===== src/hdl/tacs_regs.svh =====
// register offsets, field positions, widths and reset values
// assumes inclusion by the interpreter, its package and the bench
`ifndef TACS_REGS_SVH
`define TACS_REGS_SVH
`define TACS_OFF_CMD       8'h00
`define TACS_OFF_DATA      8'h04
`define TACS_OFF_STATUS    8'h08
`define TACS_OFF_CHIPCTL   8'h0c
`define TACS_OFF_CHIPSTAT  8'h10
`define TACS_OFF_STAT_LO   8'h14
`define TACS_OFF_STAT_HI   8'h18
`define TACS_OFF_ERR01     8'h1c
`define TACS_OFF_ERR23     8'h20
`define TACS_OFF_IDREV     8'h24
`define TACS_ST_BUSY       0
`define TACS_ST_WR_WAIT    1
`define TACS_ST_RD_WAIT    2
`define TACS_ST_RD_AVAIL   3
`define TACS_CC_SAVE_RC    0
`define TACS_CC_PLL_RST    1
`define TACS_CC_LOAD       2
`define TACS_CC_DEFAULT    3
`define TACS_CC_CHIP_LSB   4
`define TACS_CC_ACK        8
`define TACS_COARSE_W      11
`define TACS_FINE_W        5
`define TACS_RC_W          12
`define TACS_ERR_W         11
`define TACS_SCAN_WORDS    41
`define TACS_SCAN_LAST     8'h28
`define TACS_TRIG_WORD     39
`define TACS_TRIG_BIT      15
`define TACS_CHANNELS      32
`define TACS_CHIPS         4
`define TACS_FW_REV        8'h13
`define TACS_CHIP_ID       16'h0a5c
`define TACS_RC_RESET      12'h000
`define TACS_SCAN_DEFAULT  16'h0000
`endif


===== src/hdl/tacs_pkg.sv =====
// types shared by the adjust/scan-path command interpreter
// assumes tacs_regs.svh for widths
`include "tacs_regs.svh"
package tacs_pkg;
  typedef enum logic [7:0] {
    TACS_OP_SET_GOFS  = 8'h50,
    TACS_OP_RD_GOFS   = 8'h51,
    TACS_OP_SET_CADJ  = 8'h52,
    TACS_OP_RD_CADJ   = 8'h53,
    TACS_OP_SET_RC    = 8'h54,
    TACS_OP_RD_RC     = 8'h55,
    TACS_OP_SAVE_RC   = 8'h56,
    TACS_OP_RD_ID     = 8'h60,
    TACS_OP_RD_FW     = 8'h61,
    TACS_OP_PLL_RST   = 8'h62,
    TACS_OP_WR_SCAN   = 8'h70,
    TACS_OP_RD_SCAN   = 8'h71,
    TACS_OP_LOAD      = 8'h72,
    TACS_OP_DEFAULT   = 8'h73,
    TACS_OP_RD_ERR    = 8'h74,
    TACS_OP_RD_LOCK   = 8'h75,
    TACS_OP_RD_STAT   = 8'h76,
    TACS_OP_LOAD_CHIP = 8'h77
  } tacs_op_t;
  typedef enum logic [1:0] {
    TACS_IDLE  = 2'b00,
    TACS_WR    = 2'b01,
    TACS_RD    = 2'b10,
    TACS_CHIPW = 2'b11
  } tacs_state_t;
endpackage


===== src/hdl/tacs_cmd.sv =====
// adjust/scan-path command interpreter with an AXI4-Lite slave port
// assumes a single 125 MHz clock and chip-side handshake on the ack bit of the chip control register
//
// What this block does
// - set-global-offset takes two written words: 11-bit coarse, then 5-bit fine.
// - read-global-offset supplies coarse word then fine word for reading.
// - while words remain, wait and refuse new opcodes.
// - set-channel-adjust: index in low byte, one word, low byte kept.
// - read-channel-adjust returns channel offset in low byte.
// - set-RC-adjust for chip n: one word, twelve low bits kept.
// - read-RC-adjust moves one word carrying the chip's 12-bit calibration.
// - save-RC-adjust asks chips to store calibration in EEPROM, no data.
// - read-chip-id returns one word with the chip identification code.
// - read-firmware-revision returns major/minor nibbles in low byte.
// - reset-PLL-and-DLL resets all chips' loops, no data words.
// - scan path kept as 16-bit word array; bit 639 is trigger matching.
// - parity over the scan path is computed by the device, not the host.
// - write-scan-word stores one word at index without loading chips.
// - read-scan-word returns the stored word at index; word 40 reads back with computed parity in bit 6.
// - load-scan-path shifts stored array into every chip.
// - reload-default loads the default array into every chip.
// - read-chip-errors returns 11 error bits of chip n.
// - read-lock returns chip n DLL lock in bit 0.
// - read-chip-status returns four words holding the 62-bit status.
// - per-chip load shifts stored array into chip n only.
`include "tacs_regs.svh"
`timescale 1ns/100ps
`default_nettype none
module tacs_cmd (
  input  wire logic        aclk,
  input  wire logic        aresetn,
  input  wire logic [7:0]  s_axi_awaddr,
  input  wire logic        s_axi_awvalid,
  output var  logic        s_axi_awready,
  input  wire logic [31:0] s_axi_wdata,
  input  wire logic [3:0]  s_axi_wstrb,
  input  wire logic        s_axi_wvalid,
  output var  logic        s_axi_wready,
  output var  logic [1:0]  s_axi_bresp,
  output var  logic        s_axi_bvalid,
  input  wire logic        s_axi_bready,
  input  wire logic [7:0]  s_axi_araddr,
  input  wire logic        s_axi_arvalid,
  output var  logic        s_axi_arready,
  output var  logic [31:0] s_axi_rdata,
  output var  logic [1:0]  s_axi_rresp,
  output var  logic        s_axi_rvalid,
  input  wire logic        s_axi_rready,
  output var  logic [3:0]  chip_req,
  output var  logic [3:0]  chip_cmd,
  output var  logic        trig_match
);
  // chip-facing status arrives through software-visible registers fed by chip firmware
  logic [31:0]       stat_lo_reg, stat_hi_reg, err01_reg, err23_reg;
  logic [3:0]        lock_reg;
  logic [`TACS_COARSE_W-1:0] coarse_reg;
  logic [`TACS_FINE_W-1:0]   fine_reg;
  logic [7:0]        cadj_reg [`TACS_CHANNELS];
  logic [`TACS_RC_W-1:0] rc_reg [`TACS_CHIPS];
  logic [15:0]       scan_reg [`TACS_SCAN_WORDS];
  tacs_pkg::tacs_state_t state_reg;
  logic [7:0]        op_reg, par_reg;
  logic [2:0]        left_reg, idx_reg;
  logic [15:0]       rd_word_reg;
  logic              parity_reg;
  logic              scan_par;
  logic              aw_hold, w_hold;
  logic [7:0]        aw_addr_reg;
  logic [31:0]       w_data_reg;
  logic              wr_go, rd_go;
  logic              cmd_wr, data_wr, data_rd, busy;
  logic [1:0]        chip_sel;
  logic              scan_idx_ok;
  logic              ack_wr;

  assign wr_go   = aw_hold && w_hold && !s_axi_bvalid;
  assign rd_go   = s_axi_arvalid && s_axi_arready;
  assign busy    = state_reg != tacs_pkg::TACS_IDLE;
  assign cmd_wr  = wr_go && aw_addr_reg == `TACS_OFF_CMD && !busy;
  assign data_wr = wr_go && aw_addr_reg == `TACS_OFF_DATA && state_reg == tacs_pkg::TACS_WR;
  assign data_rd = rd_go && s_axi_araddr == `TACS_OFF_DATA && state_reg == tacs_pkg::TACS_RD;
  assign ack_wr  = wr_go && aw_addr_reg == `TACS_OFF_CHIPCTL && w_data_reg[`TACS_CC_ACK];
  assign chip_sel = par_reg[1:0];
  assign scan_idx_ok = par_reg <= `TACS_SCAN_LAST;

  // write address/data capture, taken in either order
  always_ff @(posedge aclk) begin
    if (!aresetn) begin
      aw_hold     <= 1'b0;
      w_hold      <= 1'b0;
      aw_addr_reg <= 8'h00;
      w_data_reg  <= 32'h0000_0000;
    end else begin
      if (s_axi_awvalid && s_axi_awready) begin
        aw_hold     <= 1'b1;
        aw_addr_reg <= {s_axi_awaddr[7:2], 2'b00};
      end else if (wr_go) begin
        aw_hold <= 1'b0;
      end
      if (s_axi_wvalid && s_axi_wready) begin
        w_hold     <= 1'b1;
        w_data_reg <= s_axi_wdata;
      end else if (wr_go) begin
        w_hold <= 1'b0;
      end
    end
  end

  always_ff @(posedge aclk) begin
    if (!aresetn) begin
      s_axi_awready <= 1'b0;
      s_axi_wready  <= 1'b0;
      s_axi_bvalid  <= 1'b0;
      s_axi_bresp   <= 2'b00;
    end else begin
      s_axi_awready <= !aw_hold && !(s_axi_awvalid && s_axi_awready) && !s_axi_bvalid;
      s_axi_wready  <= !w_hold && !(s_axi_wvalid && s_axi_wready) && !s_axi_bvalid;
      if (wr_go) begin
        s_axi_bvalid <= 1'b1;
        case (aw_addr_reg)
          `TACS_OFF_CMD, `TACS_OFF_DATA, `TACS_OFF_CHIPCTL, `TACS_OFF_CHIPSTAT,
          `TACS_OFF_STAT_LO, `TACS_OFF_STAT_HI, `TACS_OFF_ERR01, `TACS_OFF_ERR23:
            s_axi_bresp <= (aw_addr_reg == `TACS_OFF_CMD && busy) ||
                           (aw_addr_reg == `TACS_OFF_DATA && state_reg != tacs_pkg::TACS_WR)
                           ? 2'b10 : 2'b00;
          default: s_axi_bresp <= 2'b10;
        endcase
      end else if (s_axi_bready) begin
        s_axi_bvalid <= 1'b0;
      end
    end
  end

  // opcode sequencer
  always_ff @(posedge aclk) begin
    if (!aresetn) begin
      state_reg <= tacs_pkg::TACS_IDLE;
      op_reg    <= 8'h00;
      par_reg   <= 8'h00;
      left_reg  <= 3'd0;
      idx_reg   <= 3'd0;
    end else begin
      unique case (state_reg)
        tacs_pkg::TACS_IDLE: begin
          if (cmd_wr) begin
            op_reg  <= w_data_reg[15:8];
            par_reg <= w_data_reg[7:0];
            idx_reg <= 3'd0;
            case (w_data_reg[15:8])
              tacs_pkg::TACS_OP_SET_GOFS: begin
                state_reg <= tacs_pkg::TACS_WR;
                left_reg  <= 3'd2;
              end
              tacs_pkg::TACS_OP_SET_CADJ, tacs_pkg::TACS_OP_SET_RC,
              tacs_pkg::TACS_OP_WR_SCAN: begin
                state_reg <= tacs_pkg::TACS_WR;
                left_reg  <= 3'd1;
              end
              tacs_pkg::TACS_OP_RD_GOFS: begin
                state_reg <= tacs_pkg::TACS_RD;
                left_reg  <= 3'd2;
              end
              tacs_pkg::TACS_OP_RD_STAT: begin
                state_reg <= tacs_pkg::TACS_RD;
                left_reg  <= 3'd4;
              end
              tacs_pkg::TACS_OP_RD_CADJ, tacs_pkg::TACS_OP_RD_RC, tacs_pkg::TACS_OP_RD_ID,
              tacs_pkg::TACS_OP_RD_FW, tacs_pkg::TACS_OP_RD_SCAN, tacs_pkg::TACS_OP_RD_ERR,
              tacs_pkg::TACS_OP_RD_LOCK: begin
                state_reg <= tacs_pkg::TACS_RD;
                left_reg  <= 3'd1;
              end
              tacs_pkg::TACS_OP_SAVE_RC, tacs_pkg::TACS_OP_PLL_RST, tacs_pkg::TACS_OP_LOAD,
              tacs_pkg::TACS_OP_DEFAULT, tacs_pkg::TACS_OP_LOAD_CHIP: begin
                state_reg <= tacs_pkg::TACS_CHIPW;
                left_reg  <= 3'd0;
              end
              default: state_reg <= tacs_pkg::TACS_IDLE;
            endcase
          end
        end
        tacs_pkg::TACS_WR, tacs_pkg::TACS_RD: begin
          if (data_wr || data_rd) begin
            idx_reg  <= idx_reg + 3'd1;
            left_reg <= left_reg - 3'd1;
            if (left_reg == 3'd1) begin
              state_reg <= tacs_pkg::TACS_IDLE;
            end
          end
        end
        tacs_pkg::TACS_CHIPW: begin
          if (ack_wr) begin
            state_reg <= tacs_pkg::TACS_IDLE;
          end
        end
      endcase
    end
  end

  // stored settings
  always_ff @(posedge aclk) begin
    if (!aresetn) begin
      coarse_reg <= '0;
      fine_reg   <= '0;
      for (int i = 0; i < `TACS_CHANNELS; i++) cadj_reg[i] <= 8'h00;
      for (int i = 0; i < `TACS_CHIPS; i++) rc_reg[i] <= `TACS_RC_RESET;
      for (int i = 0; i < `TACS_SCAN_WORDS; i++) scan_reg[i] <= `TACS_SCAN_DEFAULT;
    end else if (data_wr) begin
      case (op_reg)
        tacs_pkg::TACS_OP_SET_GOFS: begin
          if (idx_reg == 3'd0) coarse_reg <= w_data_reg[`TACS_COARSE_W-1:0];
          else fine_reg <= w_data_reg[`TACS_FINE_W-1:0];
        end
        tacs_pkg::TACS_OP_SET_CADJ:
          cadj_reg[par_reg[4:0]] <= w_data_reg[7:0];
        tacs_pkg::TACS_OP_SET_RC:
          rc_reg[chip_sel] <= w_data_reg[`TACS_RC_W-1:0];
        tacs_pkg::TACS_OP_WR_SCAN:
          if (scan_idx_ok) scan_reg[par_reg[5:0]] <= w_data_reg[15:0];
        default: ;
      endcase
    end
  end

  // chip-side status, written by the chip firmware over the same bus
  always_ff @(posedge aclk) begin
    if (!aresetn) begin
      stat_lo_reg <= 32'h0000_0000;
      stat_hi_reg <= 32'h0000_0000;
      err01_reg   <= 32'h0000_0000;
      err23_reg   <= 32'h0000_0000;
      lock_reg    <= 4'h0;
    end else if (wr_go) begin
      case (aw_addr_reg)
        `TACS_OFF_CHIPSTAT: lock_reg    <= w_data_reg[3:0];
        `TACS_OFF_STAT_LO:  stat_lo_reg <= w_data_reg;
        `TACS_OFF_STAT_HI:  stat_hi_reg <= {2'b00, w_data_reg[29:0]};
        `TACS_OFF_ERR01:    err01_reg   <= w_data_reg;
        `TACS_OFF_ERR23:    err23_reg   <= w_data_reg;
        default: ;
      endcase
    end
  end

  // parity over the significant scan path bits, read back in word 40 bit 6
  always_comb begin
    scan_par = ^scan_reg[40][5:0];
    for (int i = 0; i < 40; i++) begin
      scan_par = scan_par ^ (^scan_reg[i]);
    end
  end

  always_ff @(posedge aclk) begin
    if (!aresetn) begin
      parity_reg <= 1'b0;
    end else begin
      parity_reg <= scan_par;
    end
  end

  // chip request lines; level until the chip firmware acknowledges
  always_ff @(posedge aclk) begin
    if (!aresetn) begin
      chip_req   <= 4'h0;
      chip_cmd   <= 4'h0;
      trig_match <= 1'b0;
    end else begin
      trig_match <= scan_reg[`TACS_TRIG_WORD][`TACS_TRIG_BIT];
      if (state_reg == tacs_pkg::TACS_CHIPW && !ack_wr) begin
        chip_cmd <= op_reg[3:0];
        chip_req <= (op_reg == tacs_pkg::TACS_OP_LOAD_CHIP) ?
                    4'(4'h1 << chip_sel) : 4'hf;
      end else begin
        chip_req <= 4'h0;
        chip_cmd <= 4'h0;
      end
    end
  end

  // word presented for the pending read
  always_comb begin
    rd_word_reg = 16'h0000;
    case (op_reg)
      tacs_pkg::TACS_OP_RD_GOFS:
        rd_word_reg = (idx_reg == 3'd0) ? {5'h00, coarse_reg} : {11'h000, fine_reg};
      tacs_pkg::TACS_OP_RD_CADJ: rd_word_reg = {8'h00, cadj_reg[par_reg[4:0]]};
      tacs_pkg::TACS_OP_RD_RC:   rd_word_reg = {4'h0, rc_reg[chip_sel]};
      tacs_pkg::TACS_OP_RD_ID:   rd_word_reg = `TACS_CHIP_ID;
      tacs_pkg::TACS_OP_RD_FW:   rd_word_reg = {8'h00, `TACS_FW_REV};
      tacs_pkg::TACS_OP_RD_SCAN:
        rd_word_reg = scan_idx_ok ?
                      (par_reg == `TACS_SCAN_LAST ?
                       {scan_reg[40][15:7], parity_reg, scan_reg[40][5:0]} :
                       scan_reg[par_reg[5:0]]) : 16'h0000;
      tacs_pkg::TACS_OP_RD_ERR:
        rd_word_reg = {5'h00, chip_sel[1] ?
                       (chip_sel[0] ? err23_reg[26:16] : err23_reg[10:0]) :
                       (chip_sel[0] ? err01_reg[26:16] : err01_reg[10:0])};
      tacs_pkg::TACS_OP_RD_LOCK: rd_word_reg = {15'h0000, lock_reg[chip_sel]};
      tacs_pkg::TACS_OP_RD_STAT:
        case (idx_reg[1:0])
          2'd0: rd_word_reg = stat_lo_reg[15:0];
          2'd1: rd_word_reg = stat_lo_reg[31:16];
          2'd2: rd_word_reg = stat_hi_reg[15:0];
          default: rd_word_reg = stat_hi_reg[31:16];
        endcase
      default: rd_word_reg = 16'h0000;
    endcase
  end

  // read channel
  always_ff @(posedge aclk) begin
    if (!aresetn) begin
      s_axi_arready <= 1'b0;
      s_axi_rvalid  <= 1'b0;
      s_axi_rdata   <= 32'h0000_0000;
      s_axi_rresp   <= 2'b00;
    end else begin
      s_axi_arready <= !s_axi_rvalid && !rd_go;
      if (rd_go) begin
        s_axi_rvalid <= 1'b1;
        s_axi_rresp  <= 2'b00;
        case ({s_axi_araddr[7:2], 2'b00})
          `TACS_OFF_DATA: begin
            s_axi_rdata <= {16'h0000, rd_word_reg};
            if (state_reg != tacs_pkg::TACS_RD) s_axi_rresp <= 2'b10;
          end
          `TACS_OFF_STATUS:
            s_axi_rdata <= {28'h0, state_reg == tacs_pkg::TACS_RD,
                            state_reg == tacs_pkg::TACS_RD, state_reg == tacs_pkg::TACS_WR, busy};
          `TACS_OFF_CMD:      s_axi_rdata <= {16'h0000, op_reg, par_reg};
          `TACS_OFF_CHIPCTL:  s_axi_rdata <= {24'h0, chip_req, chip_cmd};
          `TACS_OFF_CHIPSTAT: s_axi_rdata <= {28'h0, lock_reg};
          `TACS_OFF_STAT_LO:  s_axi_rdata <= stat_lo_reg;
          `TACS_OFF_STAT_HI:  s_axi_rdata <= stat_hi_reg;
          `TACS_OFF_ERR01:    s_axi_rdata <= err01_reg;
          `TACS_OFF_ERR23:    s_axi_rdata <= err23_reg;
          `TACS_OFF_IDREV:    s_axi_rdata <= {`TACS_CHIP_ID, 8'h00, `TACS_FW_REV};
          default: begin
            s_axi_rdata <= 32'h0000_0000;
            s_axi_rresp <= 2'b10;
          end
        endcase
      end else if (s_axi_rready) begin
        s_axi_rvalid <= 1'b0;
      end
    end
  end
endmodule
`default_nettype wire


===== config.mk =====
export PLATFORM = sky130hd
export DESIGN_NAME = tacs_cmd
export DESIGN_NICKNAME = d
export VERILOG_FILES = /design/src/hdl/tacs_pkg.sv /design/src/hdl/tacs_cmd.sv
export VERILOG_INCLUDE_DIRS = /design/src /design/src/hdl
export SDC_FILE = /design/constraint.sdc
export NUM_CORES = 2
export LEC_CHECK = 0
export ABC_AREA = 0
export BUFFER_PORTS_ARGS = -buffer_cell sky130_fd_sc_hd__buf_2
export CORE_ASPECT_RATIO = 0.7
export CORE_MARGIN = 2
export CORE_UTILIZATION = 63
export CTS_BUF_LIST = sky130_fd_sc_hd__clkbuf_8
export CTS_CLUSTER_SIZE = 30
export DETAILED_ROUTE_END_ITERATION = 16
export MAX_ROUTING_LAYER = met4
export PLACE_DENSITY = 0.87
export SLEW_MARGIN = 20
export SYNTH_ARGS = -nofsm -noshare
export SYNTH_HDL_FRONTEND = slang
export SYNTH_SLANG_ARGS = --single-unit

===== constraint.sdc =====
create_clock -name aclk -period 6.61 [get_ports aclk]
set_input_delay 0.3305 -clock aclk [delete_from_list [all_inputs] [get_ports aclk]]
set_output_delay 0.3305 -clock aclk [all_outputs]
set_load 0.03 [all_outputs]

==> metrics.cfg <==
[setup_path]
start_kind=flip-flop
crit_fanout=56
cpMostUsedCell=mux4_2
cp_top_family=multiplexers
crit_type=flip-flop to flip-flop
max_stage_delay_ps=940
critPathBufInv=1
slowest_stage=o41ai_1
required_ps=7450
path_cells=buf_12, mux4_2, mux4_2, mux2i_1, nor2_1, o41ai_1, o211ai_1, a22o_1
cp-end-kind=flip-flop
cp.arrival_ps=5680

[timing]
rsz0062_at_grt=false
hold_viol=0
finalHoldWorstSlack_ps=158
fin_skew_ps=72.2
min_period_ps=4840
drv_slew=0
setup_viol=0
max_freq_ghz=0.207
finalSetupTns_ps=0
relSlewSlack=0.198
period_share=0.732
tightest_slew_ps=1200

[grt]
grt_pass1_vias=48900
overflow=0
grt_pass1_wl_um=316000
track_usage=0.366
antenna_found_initial=11
grt_max_degree=194

[placement]
io_buffers=100
routabilityCongestion=0.994
hpwl_um=144000
placedCellCount=7262

[synthesis]
synthDistinctLibCells=65
avgSynthCellArea_um2=13.6
synth_top_area_share=0.531
yosysSeqAreaShare=0.602
synth_edf_count=1328
synth_compound_area_frac=0.0585
synth_xor_area_frac=0.0759
yosysWarnings=0
netlist_instances=5508
yosys.area_share.adder=0.00197
ys_ff_latch=1593
synth-simple-area-share=0.122
synthMuxAreaShare=0.115
async_flop_share=0
synth_top_area_cell=edfxtp_1
syn_area_um2=75000
synth_top_family_by_area=simple AND/OR/NAND/NOR gates
synth_area_leaders=edfxtp_1 53%, mux4_2 11%, and2_1 7.6%
synthFlopType=edfxtp_1

[pwr]
power.leakage_uw=0.0296
max-vdd-ir-drop_mv=0.330
total_power_uw=21300
p_per_area_nw_per_um2=255

[cts]
cts_htree_levels=4
cts_buffer_depth=3
cts_buffers=222
clock-sinks=1593
tritoncts=built
root_buffer=clkbuf_8
postCtsSetupBuffers=0
cts_resized=0
clk_latency_ps=960
clkTransAtPathRegs_ps=70

[hold_path]
min_path_type=input port to flip-flop

[layout]
layout.cells.non_filler=7760
drive_gt1_frac=0.160
largest_reg_flops=1024
fin_nets=6080
nFillCells=7294
area_delta_synth_final_pct=11.3
final_util=0.710

[floorplanning]
die_y_um=293
row_count=105
ios=109
start_util=0.638
dieArea_um2=122000
core_um2=118000
die_w_um=417

[routing]
drcViolationCount=0
drt.antenna.violating_nets=0
vias=50500
wl_per_cell_um=28.0
drt_first_pass_iters=13
vias_per_cell=6.51
routed_wl_um=217000
drt-initial-drc-count=9682

[flow_run]
cap_violations=0

[run_status]
status=finished, final reports clean

[routing by layer]
metal  vias to the layer above  global-route usage  share of wire
met2                      4267               0.508           0.43
met3                       610               0.117           0.17
li1                      20800                   -              -
met5                         -                   -              0
met1                     24900               0.512           0.36
met4                         0               0.127          0.037
[worst reg2reg max path: stages, from the launching register on]
cell	delay, ps
dfxtp_4	900
buf_12	520
mux4_2	740
mux4_2	520
mux2i_1	490
nor2_1	80
o41ai_1	940
o211ai_1	270
a22o_1	270
[synth_stat cells (35+ instances only)]
library cell  instances
a221oi_1             62
clkbuf_1            329
edfxtp_1           1328
a22oi_1              53
nor2_1              183
buf_1                35
nand2_1             461
a21oi_1             258
o21ai_0             140
xnor2_1             550
dfxtp_1             265
and2_1              906
a22o_1               77
mux2i_1              38
mux4_2              360
xor2_1               77
[timing repair]
item                                    4_1_cts  5_1_grt
hold buffers                                 73        0
endpoints found under the setup margin        0        0
endpoints found under the hold margin        54        0
[cells by family (layout without fill, tap and decap cells)]
kind of cell / after synthesis / after routing
xor gates and xnor gates: 636 / 636
buffers and inverters: 444 / 765
AOI/OAI and AO/OA: 689 / 689
adders and majority gates: 12 / 12
other: 1 / 381
muxes: 411 / 411
DFF: 1593 / 1593
and+or+nand+nor: 1722 / 1722
[stage by stage]
step	setup WS [ps]	area, um^2
2_1_floorplan	3030	76400
3_3_place_gp	2100	78600
3_5_place_dp	2010	78600
4_1_cts	2000	83400
5_1_grt	1700	83500
6_report	1770	83500
[placed cells by master, fill, tap and decap left out, types with 15 or more instances in the layout]
| master | n |
|---|---|
| nor2_2 | 26 |
| o21ai_0 | 89 |
| and3_1 | 30 |
| xor2_1 | 77 |
| buf_4 | 148 |
| nand2b_1 | 15 |
| clkbuf_8 | 242 |
| clkinv_1 | 62 |
| mux2i_1 | 38 |
| and2_1 | 904 |
| a22oi_1 | 53 |
| clkinv_2 | 22 |
| mux4_2 | 360 |
| a221oi_1 | 62 |
| buf_2 | 100 |
| inv_1 | 97 |
| o21ai_1 | 41 |
| nand3_1 | 26 |
| dlygate4sd3_1 | 73 |
| a222oi_1 | 23 |
| conb_1 | 370 |
| nand2_1 | 461 |
| edfxtp_1 | 1328 |
| a21oi_1 | 257 |
| nor2_1 | 162 |
| o22ai_1 | 30 |
| dfxtp_1 | 244 |
| nor2b_1 | 15 |
| a22o_1 | 77 |
| xnor2_1 | 550 |
[cell type report]
cell class | count | area, um^2 | share of cell area
Antenna cell | 11 | 27.5 | 0.000329
Clock buffer | 242 | 3330 | 0.0399
Clock inverter | 170 | 788 | 0.00944
Inverter | 23 | 91.3 | 0.00109
Multi-Input combinational cell | 3840 | 29600 | 0.354
Sequential cell | 1593 | 45200 | 0.541
Tap cell | 1551 | 1940 | 0.0232
Timing Repair Buffer | 330 | 2540 | 0.0304
[report_power, final]
part,internal [uW],switching [uW],leakage [uW],total [uW]
combinational,1210,1310,0.0114,2520
sequential,11200,238,0.0158,11500
clock,3440,3860,0.00239,7300
total,15900,5410,0.0296,21300
[path summary, 6_finish.rpt]
path	start	slack, ps	to	depth (start not counted)
hold / removal	s_axi_araddr[2]	160	s_axi_rdata[19]	5
setup reg to reg	flip-flop	1770	s_axi_rdata[3]	8
hold reg to reg	s_axi_rvalid	440	s_axi_arready	1
setup / recovery	flip-flop	1770	s_axi_rdata[3]	8
Power figures use the tool's default switching activity.
